$ cat config.mk
export PLATFORM = sky130hd
export DESIGN_NAME = divider_clock_source_select
export DESIGN_NICKNAME = d
export VERILOG_FILES = /design/src/design/clk_src_pkg.sv /design/src/design/gpio_pin_pick.sv /design/src/design/code_source_mux.sv /design/src/design/divider_clock_source_select.sv
export SDC_FILE = /design/constraint.sdc
export NUM_CORES = 1
export LEC_CHECK = 0
export BUFFER_PORTS_ARGS = -buffer_cell sky130_fd_sc_hd__buf_2
export CORE_MARGIN = 1
export CORE_UTILIZATION = 30
export DETAILED_ROUTE_END_ITERATION = 16
export PLACE_DENSITY_LB_ADDON = 0.12
export REMOVE_ABC_BUFFERS = 1
export SLEW_MARGIN = 40
export SYNTH_ARGS = -nofsm -noshare
export SYNTH_HDL_FRONTEND = slang
export SYNTH_SLANG_ARGS = --single-unit
$ cat constraint.sdc
create_clock -name clk -period 1.85 [get_ports clk]
set_clock_uncertainty 0.05 [all_clocks]
set_input_delay 0.0925 -clock clk [delete_from_list [all_inputs] [get_ports clk]]
set_output_delay 0.0925 -clock clk [all_outputs]
set_load 0.01 [all_outputs]
$ cat src/design/clk_src_pkg.sv
package clk_src_pkg;

    // register offsets of the clock source block
    localparam logic [7:0] OFS_PLL_DSP_SRC = 8'h0d;
    localparam logic [7:0] OFS_DAC_OSR_SRC = 8'h0e;
    localparam logic [7:0] OFS_CP_SRC = 8'h0f;
    localparam logic [7:0] OFS_DSP_DAC_GPIO = 8'h10;
    localparam logic [7:0] OFS_CP_OSR_GPIO = 8'h11;
    localparam logic [7:0] OFS_PLL_REF_GPIO = 8'h12;

    // field positions (low bit of each 3-bit field)
    localparam int HI_FIELD_LSB = 4;
    localparam int LO_FIELD_LSB = 0;
    localparam int SEL_W = 3;

    // reset values
    localparam logic [2:0] SEL_RESET = 3'h0;
    localparam logic [7:0] RDATA_RESET = 8'h00;

    // gpio pin codes shared by every pin selector
    localparam logic [2:0] PIN_CODE_ZERO = 3'h3;
    localparam logic [2:0] PIN_CODE_TWO = 3'h5;

    // source codes of each divider selector
    localparam logic [2:0] DAC_GPIO_CODE = 3'h5;
    localparam logic [2:0] DSP_GPIO_CODE = 3'h5;
    localparam logic [2:0] CP_GPIO_CODE = 3'h6;
    localparam logic [2:0] OSR_GPIO_CODE = 3'h6;
    localparam logic [2:0] REF_GPIO_CODE = 3'h3;

    // clocks offered to the selectors, sampled as ordinary levels
    typedef struct packed {
        logic auto_master;
        logic pll;
        logic osc;
        logic mclk;
        logic sclk;
        logic general_pin_zero;
        logic general_pin_two;
    } clk_sources_t;

    // selected divider inputs
    typedef struct packed {
        logic dsp;
        logic dac;
        logic osr;
        logic cp;
        logic pll_ref;
    } divider_inputs_t;

    // register read and write strobes with address and write data
    typedef struct packed {
        logic wr;
        logic rd;
        logic [7:0] addr;
        logic [7:0] wdata;
    } reg_req_t;

endpackage

$ cat src/design/gpio_pin_pick.sv
`timescale 1ns/1ps
module gpio_pin_pick
    import clk_src_pkg::*;
(
    // pin selector
    input wire logic [2:0] pin_sel,
    // candidate pins
    input wire logic pin_zero,
    input wire logic pin_two,
    // picked level
    output logic picked
);
    // n/a and reserved codes both fall into the muted case
    wire is_zero = (pin_sel == PIN_CODE_ZERO);
    wire is_two = (pin_sel == PIN_CODE_TWO);

    assign picked = (is_zero & pin_zero) | (is_two & pin_two);
endmodule

$ cat src/design/code_source_mux.sv
`timescale 1ns/1ps
module code_source_mux
    import clk_src_pkg::*;
#(
    parameter int SEL_WIDTH = 3
) (
    // selector code
    input wire logic [SEL_WIDTH-1:0] sel,
    // one candidate per code; unused codes are tied low by the caller
    input wire logic [(1<<SEL_WIDTH)-1:0] candidates,
    // selected level
    output logic chosen
);
    assign chosen = candidates[sel];
endmodule

$ cat src/design/divider_clock_source_select.sv
`timescale 1ns/1ps
//
// Contract
// - dac divider: six sources, else mute
// - osr divider: dac clock first, then six sources, 111 mutes
// - charge-pump divider: seven sources, 111 mutes
// - dsp gpio pick: 011 pin zero, 101 two
// - dac gpio pick: 011 pin zero, 101 two
// - charge-pump gpio pick: 011 zero, 101 two
// - osr gpio pick: 011 zero, 101 two
// - pll reference gpio pick: 011 zero, 101 two
// - pll reference source, overridden in auto mode
// - dsp divider source, gpio at 101
module divider_clock_source_select
    import clk_src_pkg::*;
(
    // clock and reset
    input wire logic clk,
    input wire logic rst,
    // register port
    input wire reg_req_t reg_req,
    output logic [7:0] reg_rdata,
    // auto-set mode override of the pll reference
    input wire logic auto_set_mode,
    input wire logic [2:0] auto_pll_ref_sel,
    // candidate clocks
    input wire clk_sources_t srcs,
    // selected divider inputs
    output divider_inputs_t div_in
);

    logic [2:0] pll_ref_src_sel_r;
    logic [2:0] dsp_divider_source_sel_r;
    logic [2:0] dac_divider_source_sel_r;
    logic [2:0] oversample_divider_source_sel_r;
    logic [2:0] charge_pump_divider_source_sel_r;
    logic [2:0] dsp_gpio_pin_sel_r;
    logic [2:0] dac_gpio_pin_sel_r;
    logic [2:0] charge_pump_gpio_pin_sel_r;
    logic [2:0] oversample_gpio_pin_sel_r;
    logic [2:0] pll_ref_gpio_pin_sel_r;
    logic [7:0] reg_rdata_r;
    divider_inputs_t div_in_r;
    divider_inputs_t div_in_nxt;

    function automatic logic [7:0] pack_pair(input logic [2:0] hi, input logic [2:0] lo);
        pack_pair = 8'h00;
        pack_pair[HI_FIELD_LSB +: SEL_W] = hi;
        pack_pair[LO_FIELD_LSB +: SEL_W] = lo;
    endfunction

    // register decode
    wire wr_pll_dsp = reg_req.wr && (reg_req.addr == OFS_PLL_DSP_SRC);
    wire wr_dac_osr = reg_req.wr && (reg_req.addr == OFS_DAC_OSR_SRC);
    wire wr_cp = reg_req.wr && (reg_req.addr == OFS_CP_SRC);
    wire wr_dsp_dac_gpio = reg_req.wr && (reg_req.addr == OFS_DSP_DAC_GPIO);
    wire wr_cp_osr_gpio = reg_req.wr && (reg_req.addr == OFS_CP_OSR_GPIO);
    wire wr_ref_gpio = reg_req.wr && (reg_req.addr == OFS_PLL_REF_GPIO);
    wire [2:0] wr_hi = reg_req.wdata[HI_FIELD_LSB +: SEL_W];
    wire [2:0] wr_lo = reg_req.wdata[LO_FIELD_LSB +: SEL_W];

    always_ff @(posedge clk) begin
        if (rst) begin
            pll_ref_src_sel_r <= SEL_RESET;
            dsp_divider_source_sel_r <= SEL_RESET;
        end else if (wr_pll_dsp) begin
            pll_ref_src_sel_r <= wr_hi;
            dsp_divider_source_sel_r <= wr_lo;
        end
    end

    always_ff @(posedge clk) begin
        if (rst) begin
            dac_divider_source_sel_r <= SEL_RESET;
            oversample_divider_source_sel_r <= SEL_RESET;
        end else if (wr_dac_osr) begin
            dac_divider_source_sel_r <= wr_hi;
            oversample_divider_source_sel_r <= wr_lo;
        end
    end

    always_ff @(posedge clk) begin
        if (rst) begin
            charge_pump_divider_source_sel_r <= SEL_RESET;
        end else if (wr_cp) begin
            charge_pump_divider_source_sel_r <= wr_lo;
        end
    end

    always_ff @(posedge clk) begin
        if (rst) begin
            dsp_gpio_pin_sel_r <= SEL_RESET;
            dac_gpio_pin_sel_r <= SEL_RESET;
        end else if (wr_dsp_dac_gpio) begin
            dsp_gpio_pin_sel_r <= wr_hi;
            dac_gpio_pin_sel_r <= wr_lo;
        end
    end

    always_ff @(posedge clk) begin
        if (rst) begin
            charge_pump_gpio_pin_sel_r <= SEL_RESET;
            oversample_gpio_pin_sel_r <= SEL_RESET;
        end else if (wr_cp_osr_gpio) begin
            charge_pump_gpio_pin_sel_r <= wr_hi;
            oversample_gpio_pin_sel_r <= wr_lo;
        end
    end

    always_ff @(posedge clk) begin
        if (rst) begin
            pll_ref_gpio_pin_sel_r <= SEL_RESET;
        end else if (wr_ref_gpio) begin
            pll_ref_gpio_pin_sel_r <= wr_lo;
        end
    end

    // read-back; reserved bits and unmapped offsets read zero
    logic [7:0] rd_mux;
    always_comb begin
        case (reg_req.addr)
            OFS_PLL_DSP_SRC: rd_mux = pack_pair(pll_ref_src_sel_r, dsp_divider_source_sel_r);
            OFS_DAC_OSR_SRC: rd_mux = pack_pair(dac_divider_source_sel_r,
                                                oversample_divider_source_sel_r);
            OFS_CP_SRC: rd_mux = pack_pair(3'h0, charge_pump_divider_source_sel_r);
            OFS_DSP_DAC_GPIO: rd_mux = pack_pair(dsp_gpio_pin_sel_r, dac_gpio_pin_sel_r);
            OFS_CP_OSR_GPIO: rd_mux = pack_pair(charge_pump_gpio_pin_sel_r,
                                                oversample_gpio_pin_sel_r);
            OFS_PLL_REF_GPIO: rd_mux = pack_pair(3'h0, pll_ref_gpio_pin_sel_r);
            default: rd_mux = 8'h00;
        endcase
    end

    always_ff @(posedge clk) begin
        if (rst) begin
            reg_rdata_r <= RDATA_RESET;
        end else if (reg_req.rd) begin
            reg_rdata_r <= rd_mux;
        end
    end
    assign reg_rdata = reg_rdata_r;

    // gpio pin pickers; their result is only used on the gpio code of the divider
    logic dsp_pin;
    logic dac_pin;
    logic cp_pin;
    logic osr_pin;
    logic ref_pin;

    gpio_pin_pick u_dsp_pin (
        .pin_sel(dsp_gpio_pin_sel_r),
        .pin_zero(srcs.general_pin_zero),
        .pin_two(srcs.general_pin_two),
        .picked(dsp_pin)
    );
    gpio_pin_pick u_dac_pin (
        .pin_sel(dac_gpio_pin_sel_r),
        .pin_zero(srcs.general_pin_zero),
        .pin_two(srcs.general_pin_two),
        .picked(dac_pin)
    );
    gpio_pin_pick u_cp_pin (
        .pin_sel(charge_pump_gpio_pin_sel_r),
        .pin_zero(srcs.general_pin_zero),
        .pin_two(srcs.general_pin_two),
        .picked(cp_pin)
    );
    gpio_pin_pick u_osr_pin (
        .pin_sel(oversample_gpio_pin_sel_r),
        .pin_zero(srcs.general_pin_zero),
        .pin_two(srcs.general_pin_two),
        .picked(osr_pin)
    );
    gpio_pin_pick u_ref_pin (
        .pin_sel(pll_ref_gpio_pin_sel_r),
        .pin_zero(srcs.general_pin_zero),
        .pin_two(srcs.general_pin_two),
        .picked(ref_pin)
    );

    // candidate vectors indexed by code, bit 0 = code 000; zeros are muted codes
    wire [7:0] dac_cands = {2'b00, dac_pin, srcs.sclk, srcs.mclk, srcs.osc, srcs.pll,
                            srcs.auto_master};
    wire [7:0] dsp_cands = {2'b00, dsp_pin, srcs.sclk, srcs.mclk, srcs.osc, srcs.pll,
                            srcs.auto_master};
    wire dac_clk;
    wire [7:0] osr_cands = {1'b0, osr_pin, srcs.sclk, srcs.mclk, srcs.osc, srcs.pll,
                            srcs.auto_master, dac_clk};
    wire [7:0] cp_cands = {1'b0, cp_pin, srcs.sclk, srcs.mclk, srcs.osc, srcs.pll,
                           srcs.auto_master, dac_clk};
    wire [7:0] ref_cands = {4'h0, ref_pin, srcs.osc, srcs.sclk, srcs.mclk};

    // auto-set mode takes the pll reference choice away from software
    wire [2:0] ref_sel_eff = auto_set_mode ? auto_pll_ref_sel : pll_ref_src_sel_r;

    wire dsp_clk;
    wire osr_clk;
    wire cp_clk;
    wire ref_clk;

    code_source_mux #(.SEL_WIDTH(SEL_W)) u_dac_mux (
        .sel(dac_divider_source_sel_r),
        .candidates(dac_cands),
        .chosen(dac_clk)
    );
    code_source_mux #(.SEL_WIDTH(SEL_W)) u_dsp_mux (
        .sel(dsp_divider_source_sel_r),
        .candidates(dsp_cands),
        .chosen(dsp_clk)
    );
    code_source_mux #(.SEL_WIDTH(SEL_W)) u_osr_mux (
        .sel(oversample_divider_source_sel_r),
        .candidates(osr_cands),
        .chosen(osr_clk)
    );
    code_source_mux #(.SEL_WIDTH(SEL_W)) u_cp_mux (
        .sel(charge_pump_divider_source_sel_r),
        .candidates(cp_cands),
        .chosen(cp_clk)
    );
    code_source_mux #(.SEL_WIDTH(SEL_W)) u_ref_mux (
        .sel(ref_sel_eff),
        .candidates(ref_cands),
        .chosen(ref_clk)
    );

    // outputs are retimed so the divider sees glitch-free levels, at one cycle of lag
    assign div_in_nxt = '{dsp: dsp_clk, dac: dac_clk, osr: osr_clk, cp: cp_clk,
                          pll_ref: ref_clk};
    always_ff @(posedge clk) begin
        if (rst) begin
            div_in_r <= '0;
        end else begin
            div_in_r <= div_in_nxt;
        end
    end
    assign div_in = div_in_r;
endmodule

# --- Word level (Yosys, flattened, before mapping) ---
# Index checks and enable logic that the tools add are counted.
# Widths: inputs -> output; s select.
totals:
  register_bits: 43
  inputBits: 31
  out_inout_bits: 13
  wordCells: 70
classes:
  magnitude_cmp: 5
  n_eq_ne: 16
  muxes: 12
  bitwise_logic: 15
  n_reduce_logical: 6
ops:
  columns: ["op", "count"]
  rows:
  - ["$pmux 7 s6", 1]
  - ["$eq 8x4->1 const B", 3]
  - ["$eq 8x5->1 const B", 3]
  - ["$lt 3x4->1 const B", 5]
  - ["$bmux 1 s3", 5]
  - ["$eq 3x2->1 const B", 5]
  - ["$eq 3x3->1 const B", 5]
  - ["$and 1x1->1", 10]
  - ["$logic_and 1x1->1", 6]
  - ["$mux 1", 5]
  - ["$or 1x1->1", 5]
  - ["$mux 3", 1]

# --- Depth between registers and ports, before layout ---
logic_depth:
  word_depth: 7
  depth_mapped: 5
  mapped_depth_nobuf: 4

# --- Modules after synthesis ---
# Synthesis repeated with hierarchy kept, for this count alone.
unflattened:
  hier_cells: 222
  area_unflattened_um2: 2323.5
by_module_without_submodules:
  columns: ["module", "n_inst", "cells_per_inst", "area_each_um2", "seq_area_each_um2"]
  rows:
  - ["divider_clock_source_select", 1, 192, 1898.1, 820.8]
  - ["code_source_mux", 5, 3, 63.8, 0.0]
  - ["gpio_pin_pick", 5, 3, 21.3, 0.0]

# --- Least setup slack after synthesis ---
# No wires, ideal clock.
synth_path:
  kind: "input to register"
  startpoint: "in reg_req[13] (netlist name)"
  endpoint: "reg dac_gpio_pin_sel_r[0]"
  setup_ns: 0.128
  t_arrival_ns: 1.327
  required_ns: 1.672
  slack_ns: 0.346
  stages: 5
  path_buffers: 1
  cell_sequence: "or3_1 > buf_2 > nor4_4 > mux2i_1 > nor2_1"
synth_via:
  elab_chain_cells: 2
synth_rtl:
  columns: ["item", "line", "text"]
  rows:
  - ["start, declared", "divider_clock_source_select.sv:21", "input wire reg_req_t reg_req,"]
  - ["$eq 8x5->1", "divider_clock_source_select.sv:56", "wire wr_dsp_dac_gpio = reg_req.wr && (reg_req.addr == OFS_DSP_DAC_GPIO);"]
  - ["$logic_and 1x1->1", "divider_clock_source_select.sv:56", null]
  - ["end signal, assigned", "divider_clock_source_select.sv:96", "dac_gpio_pin_sel_r <= wr_lo;"]
  - ["end, declared", "divider_clock_source_select.sv:38", "logic [2:0] dac_gpio_pin_sel_r;"]
# No other way between the ends.
# A chain may end at the register's enable or synchronous reset.

# --- Final worst setup path ---
layout_path:
  startpoint: "reg dac_gpio_pin_sel_r[1]"
  endpoint: "reg div_in_r, in the netlist div_in[1]"
layout_via:
  elab_chain_cells: 7
  word_cells_on_any_way: 9
  classes_between: "2 x eq/ne; 4 x mux; 3 x bitwise"
layout_rtl:
  columns: ["item", "line", "text"]
  rows:
  - ["$eq 3x2->1 or $eq 3x3->1 (tied branches)", "gpio_pin_pick.sv:14, gpio_pin_pick.sv:15", null]
  - ["$and 1x1->1", "gpio_pin_pick.sv:17", "assign picked = (is_zero & pin_zero) | (is_two & pin_two);"]
  - ["$or 1x1->1 (*)", "gpio_pin_pick.sv:17", null]
  - ["$bmux 1 s3 (*)", "code_source_mux.sv:14", "assign chosen = candidates[sel];"]
  - ["$mux 1 (implied by the code) (*)", "code_source_mux.sv:14", null]
  - ["$bmux 1 s3 (*)", "code_source_mux.sv:14", null]
  - ["$mux 1 (implied by the code) (*)", "code_source_mux.sv:14", null]
  - ["end signal, assigned", "divider_clock_source_select.sv:234", "div_in_r <= div_in_nxt;"]
  - ["end, declared", "divider_clock_source_select.sv:43", "divider_inputs_t div_in_r;"]
# Mark *: on every way between the ends. The rest lies on a longest branch, timed or not. The select of a mux whose other input is x is not followed.

==> metrics.md <==
| Metric | Value |
|---|---|
| Routed Wire Length | `6106 µm` |
| Initial Util | `31.43%` |
| Iteration-0 DRC Markers | `92` |
| Worst hold path depth | `2` |
| Synthesized area | `2171 µm²` |
| Class of the most critical setup path | `flop to flop` |
| Largest net degree at the start of global routing | `24` |
| Htree depth | `2` |
| Hold WC Path Type | `input pin to flop` |
| Max Fclk | `622.9 MHz` |
| Final setup fails | `0` |
| # fillers | `764` |
| First-pass GRT wire length | `9446 µm` |
| Final net count | `309` |
| Post-layout minimum cycle time | `1.605 ns` |
| Final HPWL DP | `4755 µm` |
| Total CTS buffers | `5` |
| CTS Hold Bufs | `0` |
| P_leak | `1.155 nW` |
| Crit path max fanout | `4` |
| Unrepaired setup endpoints after global routing | `false` |
| Top FF cell, synth | `dfxtp_1` |
| Critical path's largest stage delay | `0.45 ns` |
| Setup TNS | `0 ns` |
| Wire per inst | `16.28 µm` |
| ANT nets after route | `0` |
| Async set-reset flop share out of synthesis | `0%` |
| Hold Vio Cnt, Final | `0` |
| Input/output buffers | `39` |
| Startpoint types | `flop` |
| Worst path required time | `1.99 ns` |
| WP data arrival | `1.74 ns` |
| Final hold slack | `0.03460 ns` |
| Power per cell area | `691.8 nW/µm²` |
| Number of flops mapped to enable cells by yosys | `0` |
| DIE AREA | `7580 µm²` |
| CTS root buf | `clkbuf_8` |
| Global-route usage over all layers | `16.80%` |
| Synth unique cells | `36` |
| Reg area | `820.8 µm²` |
| Crit end category | `flop` |
| Cells after synthesis | `235` |
| Avg Cell Area, Syn | `9.238 µm²` |
| Placer Congestion | `0.7792` |
| Final Max Slew Viols | `0` |
| Clk buf depth | `2` |
| IO Count | `44` |
| Multi-input combinational cell area | `1266 µm²` |
| Die Wd | `87.07 µm` |
| R2R depth | `4` |
| Synth warnings | `0` |
| Max_cap viols | `0` |
| Initial antenna violation count | `0` |
| Skew-Pair Late Insertion Delay | `0.29 ns` |
| Via/cell ratio | `4.957` |
| Core ar. | `6907 µm²` |
| DRC viols | `0` |
| Source of the worst hold timing path | `reg_req[16]` |
| Via Count | `1859` |
| DR pass1 iterations | `4` |
| Layout cells sized above 1 | `24.73%` |
| Worst Hold Endpoint | `reg_rdata[1]$_SDFFE_PP0P_` |
| CTS tree | `built` |
| Height of the die | `87.07 µm` |
| RR Endpoint | `div_in[1]$_SDFF_PP0_` |
| Sequential share of the synthesized area | `37.81%` |
| Area growth syn-to-layout | `21.38%` |
| Clk slew on worst S/H paths | `0.08 ns` |
| CP max stage cell | `a2111oi_1` |
| Grt ovf | `0` |
| Diodes inserted | `0` |
| Final Core Density | `38.15%` |
| Vias in the first global route | `1767` |
| R2r setup slk | `0.24 ns` |
| Cell Chain, Critical Path | `nand3b_1, a2111oi_1, a211oi_1, o41ai_1` |
| Least-Margin Pin Slew | `0.5139 ns` |
| Synth Register Bits | `41` |
| Clock Sinks | `41` |
| Worst vdd ir | `0.2451 mV` |
| Row cnt | `30` |
| FF-to-FF Start | `dac_gpio_pin_sel_r[1]$_SDFFE_PP0P_` |
| Slew HR | `65.53%` |
| Final period util | `86.77%` |
| Status | `complete, no violations` |
-- Yosys cell counts, drive strengths merged (2+ instances only) --
cell type,n,area (µm²)
buf,5,28.77
nor3,4,20.02
and2,2,12.51
o2bb2ai,3,26.28
a211oi,4,30.03
mux2,6,67.56
nand4,5,31.28
nand2b,2,12.51
a22o,6,52.55
nand2,7,26.28
and3,3,18.77
o41ai,2,17.52
a22oi,6,45.04
nor2,37,138.9
mux2i,42,420.4
o21bai,2,15.01
dfxtp,41,820.8
o21ai,8,40.04
o221ai,2,17.52
a21oi,4,20.02
nand3b,13,97.59
inv,4,15.01
mux4,2,45.04
clkbuf,12,45.04
nor2b,4,25.02
-- per-layer routing --
layer / GRT usage, % / wire length [µm] / up-vias
li1: - / - / 938
met1: 22.13 / 2977 / 882
met2: 28.13 / 2882 / 34
met3: 2.749 / 186 / 5
met4: 5.000 / 61 / 0
met5: 0 / 0 / -
-- sequential cells by signal (all words and copies together) (netlist names) --
name / cells
charge_pump_divider_source_sel_r: 3
charge_pump_gpio_pin_sel_r: 3
dac_divider_source_sel_r: 3
dac_gpio_pin_sel_r: 3
div_in: 5
dsp_divider_source_sel_r: 3
dsp_gpio_pin_sel_r: 3
oversample_divider_source_sel_r: 3
oversample_gpio_pin_sel_r: 3
pll_ref_gpio_pin_sel_r: 3
pll_ref_src_sel_r: 3
reg_rdata: 6
-- logic make-up (layout without fill, tap and decap cells) --
| family | Yosys count | after routing | synth area share [%] |
|---|---|---|---|
| AO/OA/AOI/OAI | 40 | 40 | 13.31 |
| buffers and inverters | 21 | 64 | 4.092 |
| flip-flops | 41 | 41 | 37.81 |
| multiplexers | 50 | 50 | 24.55 |
| other | 1 | 2 | 0.1727 |
| AND/OR/NAND/NOR | 82 | 82 | 20.06 |
-- worst max-delay path by stage --
stage / startpoint / to / slack (ns) / cells after the start
global route: dac_gpio_pin_sel_r[1]$_SDFFE_PP0P_ / div_in[2]$_SDFF_PP0_ / 0.08 / 4
CTS: dac_gpio_pin_sel_r[1]$_SDFFE_PP0P_ / div_in[1]$_SDFF_PP0_ / 0.20 / 4
global placement: dac_gpio_pin_sel_r[1]$_SDFFE_PP0P_ / div_in[1]$_SDFF_PP0_ / 0.23 / 4
floorplan: reg_req[13] / dac_gpio_pin_sel_r[0]$_SDFFE_PP0P_ / 0.38 / 4
finish: dac_gpio_pin_sel_r[1]$_SDFFE_PP0P_ / div_in[1]$_SDFF_PP0_ / 0.24 / 4
detailed placement: reg_req[13] / dsp_gpio_pin_sel_r[2]$_SDFFE_PP0P_ / 0.22 / 6
-- metrics by stage --
stage          area, µm²  cells  worst slack (ns)  power, mW
2_1_floorplan       2101    219            0.3820     0.9721
3_3_place_gp        2514    367            0.2279      1.082
3_5_place_dp        2514    367            0.2249      1.082
4_1_cts             2634    375            0.2010      1.854
5_1_grt             2635    375           0.08209      1.890
6_report            2635    375            0.2447      1.823
-- placed cells by master (no fill, tap or decap) --
master | Yosys | layout
mux2i_1 | 42 | 42
o221ai_1 | 2 | 2
a21boi_0 | 1 | 1
nor3_1 | 4 | 4
conb_1 | 1 | 2
clkinvlp_4 | 0 | 1
nor4_4 | 1 | 1
o21bai_1 | 2 | 2
nand3b_1 | 13 | 13
nor2b_1 | 4 | 4
a2111oi_1 | 0 | 1
a22oi_1 | 6 | 6
and3b_1 | 1 | 1
nor2_1 | 37 | 37
clkbuf_8 | 0 | 6
or3b_1 | 1 | 1
o41ai_1 | 2 | 2
dfxtp_1 | 41 | 41
and3_1 | 3 | 3
buf_2 | 2 | 39
o21ai_0 | 8 | 8
nand2b_1 | 2 | 2
or3_1 | 1 | 1
nor3b_1 | 1 | 1
inv_1 | 4 | 4
mux4_2 | 2 | 2
bufinv_16 | 0 | 1
buf_4 | 2 | 13
o2111ai_1 | 1 | 1
a211oi_1 | 4 | 4
nand2_1 | 7 | 7
a22o_1 | 6 | 6
a21oi_1 | 4 | 4
and2_1 | 2 | 2
o2bb2ai_1 | 3 | 3
mux2_2 | 6 | 6
nand4_1 | 5 | 5
-- cell type report --
cell class                      count  share of cell area [%]
Timing Repair Buffer               52                   11.11
Tap cell                           96                   4.558
Sequential cell                    41                   31.15
Inverter                            4                  0.5698
Clock buffer                        6                   3.134
Multi-Input combinational cell    174                   48.05
Clock inverter                      2                   1.424
-- worst max-delay path: cells and delay by family, from the launching register on --
kind	cells	cell delay [ns]
AO/OA/AOI/OAI	3	0.96
flip-flops	1	0.33
AND/OR/NAND/NOR	1	0.16
-- power breakdown --
part           leakage, nW  internal, mW  switching (mW)  total (mW)
Combinational        0.765        0.0657          0.0992       0.165
Clock               0.0574         0.439           0.324       0.763
Sequential           0.332         0.892         0.00317       0.895
-- repair_timing --
action                                  CTS  global route
buffers inserted                          0             0
endpoints found under the setup margin    0             2
resized for setup                         0             1
Power figures use the tool's default switching activity.
